$ cat config.mk
export PLATFORM = sky130hd
export DESIGN_NAME = rpc_top
export DESIGN_NICKNAME = d
export VERILOG_FILES = /design/src/inc/rpc_pkg.sv /design/src/rtl/rpc_counter.sv /design/src/rtl/rpc_top.sv
export SDC_FILE = /design/constraint.sdc
export NUM_CORES = 1
export LEC_CHECK = 0
export BUFFER_PORTS_ARGS = -buffer_cell sky130_fd_sc_hd__buf_2
export CAP_MARGIN = 5
export CORE_UTILIZATION = 52
export DETAILED_ROUTE_END_ITERATION = 16
export PLACE_DENSITY = 0.73
export SLEW_MARGIN = 20
export SYNTH_ARGS = -nofsm -noshare
export SYNTH_HDL_FRONTEND = slang
export SYNTH_SLANG_ARGS = --single-unit
export TNS_END_PERCENT = 100
$ cat constraint.sdc
create_clock -name clk_i -period 4.1 [get_ports clk_i]
set_input_delay 0.41 -clock clk_i [delete_from_list [all_inputs] [get_ports clk_i]]
set_output_delay 0.41 -clock clk_i [all_outputs]
set_load 0.01 [all_outputs]
$ cat src/inc/rpc_pkg.sv
// constants for the receive error performance counters
package rpc_pkg;
	localparam int          ADDR_W         = 16;
	localparam int          DATA_W         = 8;
	localparam int          CNT_W          = 16;
	localparam int          NUM_CH         = 2;
	localparam int          OFS_W          = 12;
	localparam int          CH_W           = 4;
	// per-channel offsets, channel number in address bits 15..12
	localparam logic [11:0] OFS_LCV_HIGH   = 12'h900;
	localparam logic [11:0] OFS_LCV_LOW    = 12'h901;
	localparam logic [11:0] OFS_FAE_HIGH   = 12'h902;
	localparam logic [11:0] OFS_FAE_LOW    = 12'h903;
	localparam logic [11:0] OFS_IRQ_STATUS = 12'h910;
	localparam logic [11:0] OFS_IRQ_MASK   = 12'h911;
	// status and mask field positions
	localparam int          ST_LCV_EVENT   = 0;
	localparam int          ST_FAE_EVENT   = 1;
	localparam int          ST_LCV_SAT     = 2;
	localparam int          ST_FAE_SAT     = 3;
	localparam logic [7:0]  ST_USED_BITS   = 8'h0F;
	// reset values and counter saturation limit
	localparam logic [15:0] CNT_RESET      = 16'h0000;
	localparam logic [15:0] CNT_MAX        = 16'hFFFF;
	localparam logic [7:0]  BYTE_RESET     = 8'h00;
	localparam logic [7:0]  STATUS_RESET   = 8'h00;
	localparam logic [7:0]  MASK_RESET     = 8'h00;
	localparam logic [7:0]  UNMAPPED_DATA  = 8'h00;
endpackage

$ cat src/rtl/rpc_counter.sv
// one 16-bit clear-on-read error counter with low-byte holding register
`timescale 1ns/1ps
`default_nettype none
module rpc_counter
	import rpc_pkg::*;
(
	// clock and reset
	input  wire logic               clk_i,
	input  wire logic               rst_i,
	// error event and clearing reads
	input  wire logic               event_i,
	input  wire logic               rd_high_i,
	input  wire logic               rd_low_i,
	// state
	output logic [rpc_pkg::CNT_W-1:0]  count_o,
	output logic [rpc_pkg::DATA_W-1:0] low_o,
	output logic                    sat_o
);
	logic [CNT_W-1:0]  count_r;
	logic [CNT_W-1:0]  base;
	logic [DATA_W-1:0] hold_r;
	logic              hold_valid_r;

	always_comb
	begin
		base = count_r;
		if (rd_high_i)
			base = CNT_RESET; // see RL5 see RL11
		else if (rd_low_i && !hold_valid_r)
			base = {count_r[CNT_W-1:DATA_W], BYTE_RESET}; // see RL5
	end

	// counting restarts from the cleared base, then saturates
	always_ff @(posedge clk_i)
	begin
		if (rst_i)
			count_r <= CNT_RESET;
		else if (event_i && base != CNT_MAX)
			count_r <= base + 16'h0001; // see RL1 see RL2 see RL12
		else
			count_r <= base;
	end

	always_ff @(posedge clk_i)
	begin
		if (rst_i)
		begin
			hold_r       <= BYTE_RESET;
			hold_valid_r <= 1'b0;
		end
		else if (rd_high_i)
		begin
			hold_r       <= count_r[DATA_W-1:0]; // see RL11 see RL6
			hold_valid_r <= 1'b1;
		end
		else if (rd_low_i)
		begin
			hold_r       <= BYTE_RESET;
			hold_valid_r <= 1'b0; // see RL7
		end
	end

	assign count_o = count_r;
	assign low_o   = hold_valid_r ? hold_r : count_r[DATA_W-1:0]; // see RL4
	assign sat_o   = event_i && (base == CNT_MAX);
endmodule // rpc_counter
`default_nettype wire

$ cat src/rtl/rpc_top.sv
// receive error performance counters with register port and interrupt
//
// Contract
// RL1 - count line code violations, 16 bits
// RL2 - count frame alignment errors, 16 bits
// RL3 - upper byte shows counter bits 15..8
// RL4 - lower byte shows counter bits 7..0
// RL5 - reading a counter byte clears it
// RL6 - software reads upper byte before lower
// RL7 - software clears by upper then lower read
// RL8 - line code lower byte at 0xn901
// RL9 - alignment upper byte at 0xn902
// RL10 - alignment lower byte at 0xn903
// RL11 - upper read holds low, clears counter
// RL12 - saturate; same-cycle events count after clear
`timescale 1ns/1ps
`default_nettype none
module rpc_top
	import rpc_pkg::*;
(
	// clock and reset
	input  wire logic                       clk_i,
	input  wire logic                       rst_i,
	// register port
	input  wire logic [rpc_pkg::ADDR_W-1:0] addr_i,
	input  wire logic [rpc_pkg::DATA_W-1:0] wdata_i,
	input  wire logic                       wr_i,
	input  wire logic                       rd_i,
	output logic      [rpc_pkg::DATA_W-1:0] rdata_o,
	// framer error detectors, one bit per channel
	input  wire logic [rpc_pkg::NUM_CH-1:0] lcv_event_i,
	input  wire logic [rpc_pkg::NUM_CH-1:0] fae_event_i,
	// interrupt
	output logic                            irq_o
);
	logic [CH_W-1:0]               ch_sel;
	logic [OFS_W-1:0]              ofs;
	logic [NUM_CH-1:0]             ch_hit;
	logic [NUM_CH-1:0]             lcv_rd_high;
	logic [NUM_CH-1:0]             lcv_rd_low;
	logic [NUM_CH-1:0]             fae_rd_high;
	logic [NUM_CH-1:0]             fae_rd_low;
	logic [NUM_CH-1:0]             status_rd;
	logic [NUM_CH-1:0]             mask_wr;
	logic [NUM_CH-1:0]             lcv_sat;
	logic [NUM_CH-1:0]             fae_sat;
	logic [NUM_CH-1:0][CNT_W-1:0]  lcv_count;
	logic [NUM_CH-1:0][CNT_W-1:0]  fae_count;
	logic [NUM_CH-1:0][DATA_W-1:0] lcv_low;
	logic [NUM_CH-1:0][DATA_W-1:0] fae_low;
	logic [NUM_CH-1:0][DATA_W-1:0] status_set;
	logic [NUM_CH-1:0][DATA_W-1:0] status_r;
	logic [NUM_CH-1:0][DATA_W-1:0] status_nxt;
	logic [NUM_CH-1:0][DATA_W-1:0] mask_r;
	logic [NUM_CH-1:0][DATA_W-1:0] mask_nxt;
	logic [DATA_W-1:0]             rdata_nxt;
	logic [DATA_W-1:0]             rdata_r;
	logic                          irq_nxt;
	logic                          irq_r;

	assign ch_sel = addr_i[ADDR_W-1:ADDR_W-CH_W];
	assign ofs    = addr_i[OFS_W-1:0];

	for (genvar ch = 0; ch < NUM_CH; ch++)
	begin : g_ch
		assign ch_hit[ch]      = (ch_sel == CH_W'(ch));
		assign lcv_rd_high[ch] = rd_i && ch_hit[ch] && (ofs == OFS_LCV_HIGH);
		assign lcv_rd_low[ch]  = rd_i && ch_hit[ch] && (ofs == OFS_LCV_LOW); // see RL8
		assign fae_rd_high[ch] = rd_i && ch_hit[ch] && (ofs == OFS_FAE_HIGH); // see RL9
		assign fae_rd_low[ch]  = rd_i && ch_hit[ch] && (ofs == OFS_FAE_LOW); // see RL10
		assign status_rd[ch]   = rd_i && ch_hit[ch] && (ofs == OFS_IRQ_STATUS);
		assign mask_wr[ch]     = wr_i && ch_hit[ch] && (ofs == OFS_IRQ_MASK);

		rpc_counter u_lcv
		(
			.clk_i     (clk_i),
			.rst_i     (rst_i),
			.event_i   (lcv_event_i[ch]),
			.rd_high_i (lcv_rd_high[ch]),
			.rd_low_i  (lcv_rd_low[ch]),
			.count_o   (lcv_count[ch]),
			.low_o     (lcv_low[ch]),
			.sat_o     (lcv_sat[ch])
		);

		rpc_counter u_fae
		(
			.clk_i     (clk_i),
			.rst_i     (rst_i),
			.event_i   (fae_event_i[ch]),
			.rd_high_i (fae_rd_high[ch]),
			.rd_low_i  (fae_rd_low[ch]),
			.count_o   (fae_count[ch]),
			.low_o     (fae_low[ch]),
			.sat_o     (fae_sat[ch])
		);

		always_comb
		begin
			status_set[ch]               = STATUS_RESET;
			status_set[ch][ST_LCV_EVENT] = lcv_event_i[ch];
			status_set[ch][ST_FAE_EVENT] = fae_event_i[ch];
			status_set[ch][ST_LCV_SAT]   = lcv_sat[ch];
			status_set[ch][ST_FAE_SAT]   = fae_sat[ch];
		end

		// new events win over the clearing read
		assign status_nxt[ch] = (status_rd[ch] ? STATUS_RESET : status_r[ch]) | status_set[ch];
		assign mask_nxt[ch]   = mask_wr[ch] ? (wdata_i & ST_USED_BITS) : mask_r[ch];
	end

	always_ff @(posedge clk_i)
	begin
		if (rst_i)
			status_r <= {NUM_CH{STATUS_RESET}};
		else
			status_r <= status_nxt;
	end

	always_ff @(posedge clk_i)
	begin
		if (rst_i)
			mask_r <= {NUM_CH{MASK_RESET}};
		else
			mask_r <= mask_nxt;
	end

	// read mux, samples state before this cycle's clear
	always_comb
	begin
		rdata_nxt = UNMAPPED_DATA;
		for (int ch = 0; ch < NUM_CH; ch++)
		begin
			if (rd_i && ch_hit[ch])
			begin
				case (ofs)
					OFS_LCV_HIGH   : rdata_nxt = lcv_count[ch][CNT_W-1:DATA_W]; // see RL3
					OFS_LCV_LOW    : rdata_nxt = lcv_low[ch]; // see RL4 see RL8
					OFS_FAE_HIGH   : rdata_nxt = fae_count[ch][CNT_W-1:DATA_W]; // see RL3 see RL9
					OFS_FAE_LOW    : rdata_nxt = fae_low[ch]; // see RL4 see RL10
					OFS_IRQ_STATUS : rdata_nxt = status_r[ch];
					OFS_IRQ_MASK   : rdata_nxt = mask_r[ch];
					default        : rdata_nxt = UNMAPPED_DATA;
				endcase
			end
		end
	end

	always_ff @(posedge clk_i)
	begin
		if (rst_i)
			rdata_r <= UNMAPPED_DATA;
		else
			rdata_r <= rdata_nxt;
	end

	always_comb
	begin
		irq_nxt = 1'b0;
		for (int ch = 0; ch < NUM_CH; ch++)
			irq_nxt = irq_nxt | (|(status_nxt[ch] & mask_nxt[ch]));
	end

	always_ff @(posedge clk_i)
	begin
		if (rst_i)
			irq_r <= 1'b0;
		else
			irq_r <= irq_nxt;
	end

	assign rdata_o = rdata_r;
	assign irq_o   = irq_r;
endmodule // rpc_top
`default_nettype wire

==> out/qor.yml <==
num_vias: 6352
post_cts_buffers: 0
yosysSeqAreaShare_pct: 40.9
antenna_left: 0
synth_nets: 842
routed-wl-met2_mm: 8.65
cts_buffers: 17
critPathBufInv: 0
outcome: "complete, no violations"
grt_max_degree: 85
crit_type: "register to register"
fin_setup_tns_ns: 0
fmax_mhz: 297
routedWlPerCell_um: 18.7
num_rows: 41
synthToLayoutAreaGrowth_pct: 11.6
holdWs_ns: 0.229
grt_overflow: 0
drc_errors: 0
fin_worst_skew_ns: 0.00849
finalCriticalPeriod_ns: 3.36
grtUsageTotal_pct: 29.0
cp-start-kind: "register"
slowest_stage: "a2111oi_0"
hold_buffers: 0
path_delay_family: "compound AO/OA/AOI/OAI gates"
synthArstFlopShare_pct: 0
cp_slowest_stage_delay_ns: 0.78
drv_slew: 0
ys_ff_latch: 141
max-slew-margin-rel_pct: 35.0
top_layer: "met4"
fin_crit_sh_pct: 82.0
cap_violations: 0
critPathArrivalTime_ns: 3.72
crit_path_end_kind: "register"
post-route-util_pct: 60.3
ys.flop_type: "dfxtp_1"
wl_met1_mm: 8.27
cp.required_ns: 4.46
io_pins: 41
p_leak_nw: 2.62
synth_cell_types: 70
hpwl_mm: 13.6
hold_path.class: "primary input to register"
design_area_um2: 7700
numPortBuffers: 36
clk_latency_ns: 0.43
grt_pass1_wl_mm: 30.0
via_per_inst: 6.25
die_y_um: 117
hold_violations: 0
vdd_drop_max_mv: 0.334
path_max_fanout: 10
synth_edf_count: 0
synth_warnings: 0
core_um2: 12800
first_iter_violations: 717
die_area_um2: 13700
htree_levels: 4
grt_pass1_vias: 6020
cts_resized: 0
rsz0062_at_grt: "no"
cts_tree: "done"
worstMarginPinSlew_ns: 0.972
die_w_um: 117
num_antenna_cells: 0
antenna_found_initial: 0
worstPathCellList: "a21oi_1 -> nand2_1 -> and2_1 -> ha_1 -> nand4_1 -> a2111oi_0 -> o211ai_1 -> or3_1 -> a21oi_1"
gp_congestion: 0.890
syn_area_um2: 6900
synth.avg_cell_area_um2: 8.56
total_power_mw: 2.81
root_buffer: "clkbuf_16"
drt_pass1_iterations: 7
nets: 872
cts_buffer_depth: 2
finalSetupViolCount: 0
start_util_pct: 54.0
p_per_area_nw_per_um2: 366
met3_length_mm: 1.66
drt_wl_total_mm: 19.0
clkSinkCount: 141
drive_above_1_share_pct: 10.4
syn_inst: 806
clk_pin_slew_ns: 0.06
placed_area_um2: 7220
cpMostUsedCell: "a21oi_1"
==> final timing paths <==
kind,startpoint,end,slack [ns],depth (start not counted)
worst max-delay path,g_ch[0].u_fae.hold_valid_r,g_ch[0].u_fae.count_o[12],0.74,9
worst min-delay path,fae_event_i[0],status_r[1],0.23,3
worst max register to register,g_ch[0].u_fae.hold_valid_r,g_ch[0].u_fae.count_o[12],0.74,9
worst min register to register,status_r[15],status_r[15],0.49,1
==> cells in the final DEF, fill, tap and decap left out, drive strengths merged, types with 6 or more instances in the layout <==
| cell type | n |
|---|---|
| a222oi | 16 |
| nor4 | 10 |
| a21oi | 36 |
| nor2 | 137 |
| xnor2 | 30 |
| or3 | 6 |
| and3 | 13 |
| dfxtp | 141 |
| nand2 | 72 |
| inv | 14 |
| mux2i | 43 |
| and2 | 24 |
| a22oi | 43 |
| nand3 | 18 |
| o21ai | 21 |
| nor3 | 20 |
| o211ai | 17 |
| buf | 48 |
| clkbuf | 23 |
| xor2 | 23 |
| nand4 | 24 |
==> synth_stat cells, types with 2 or more instances <==
cell | count | area share, %
a22oi_1 | 43 | 4.7
a21oi_1 | 35 | 2.5
o21a_1 | 2 | 0.22
o22ai_1 | 3 | 0.27
nand4_1 | 24 | 2.2
buf_6 | 2 | 0.33
or3_1 | 6 | 0.54
nor3_2 | 4 | 0.58
and3_1 | 13 | 1.2
buf_2 | 8 | 0.58
or4_1 | 2 | 0.22
o21ai_0 | 20 | 1.5
mux2i_1 | 43 | 6.2
or4b_1 | 2 | 0.29
inv_1 | 14 | 0.76
a211oi_1 | 3 | 0.33
nor3_1 | 16 | 1.2
a222oi_1 | 16 | 2.3
and2_1 | 23 | 2.1
o211ai_1 | 17 | 1.8
nor2_1 | 137 | 7.5
a22o_1 | 2 | 0.25
nor4_4 | 2 | 0.62
xor2_1 | 23 | 2.9
nand2_1 | 71 | 3.9
nand3_1 | 18 | 1.3
nor4b_1 | 3 | 0.38
clkbuf_1 | 25 | 1.4
nor4_1 | 6 | 0.54
nand2b_1 | 3 | 0.27
and4_1 | 3 | 0.38
ha_1 | 4 | 0.73
xnor2_1 | 30 | 3.8
a21o_1 | 2 | 0.22
nor4_2 | 2 | 0.36
dfxtp_1 | 141 | 41
nor2b_1 | 5 | 0.45
==> worst reg2reg max path, cell delays in order (launching register included) <==
cell and delay (ns):
dfxtp_1 0.65, a21oi_1 0.23, nand2_1 0.16, and2_1 0.18, ha_1 0.22, nand4_1 0.17
a2111oi_0 0.78, o211ai_1 0.36, or3_1 0.39, a21oi_1 0.15
==> power breakdown <==
part           switching, mW  internal, mW
sequential            0.0139          1.38
clock                  0.539         0.764
combinational         0.0750        0.0397
==> registers in the layout, indices dropped and copies added, names as in the netlist <==
signal                   count
g_ch.u_lcv.count_o          32
mask_r                      16
g_ch.u_fae.hold_r           16
g_ch.u_fae.hold_valid_r      2
rdata_o                      8
g_ch.u_lcv.hold_valid_r      2
status_r                    16
g_ch.u_fae.count_o          32
irq_o                        1
g_ch.u_lcv.hold_r           16
==> metal layers <==
layer | global-route usage (%) | up-vias
li1 | - | 2975
met1 | 37.5 | 3028
met2 | 46.3 | 312
met3 | 6.08 | 37
met4 | 13.2 | 0
met5 | 0 | -
==> cells by family after synthesis <==
group	count (synthesis)	synth area share, %
DFF	141	40.9
muxes	44	6.46
buffers and inverters	51	3.16
and+or+nand+nor	354	25.8
AOI/OAI and AO/OA	159	16.3
adders and majority gates	4	0.725
xor gates and xnor gates	53	6.73
==> final cells by class <==
type	count	area (um2)
tap	172	215
clock inverter	4	20.0
sequential	141	2820
fill	1083	5070
inverter	14	52.6
clock buffer	23	458
timing repair buffer	48	273
multi-input combinational	614	3860
==> metrics by stage <==
stage,instances,setup WS [ns]
2_1_floorplan,806,0.854
3_3_place_gp,989,0.844
3_5_place_dp,989,0.763
4_1_cts,1016,0.848
5_1_grt,1016,0.595
6_report,1016,0.738
Power figures use the tool's default switching activity.
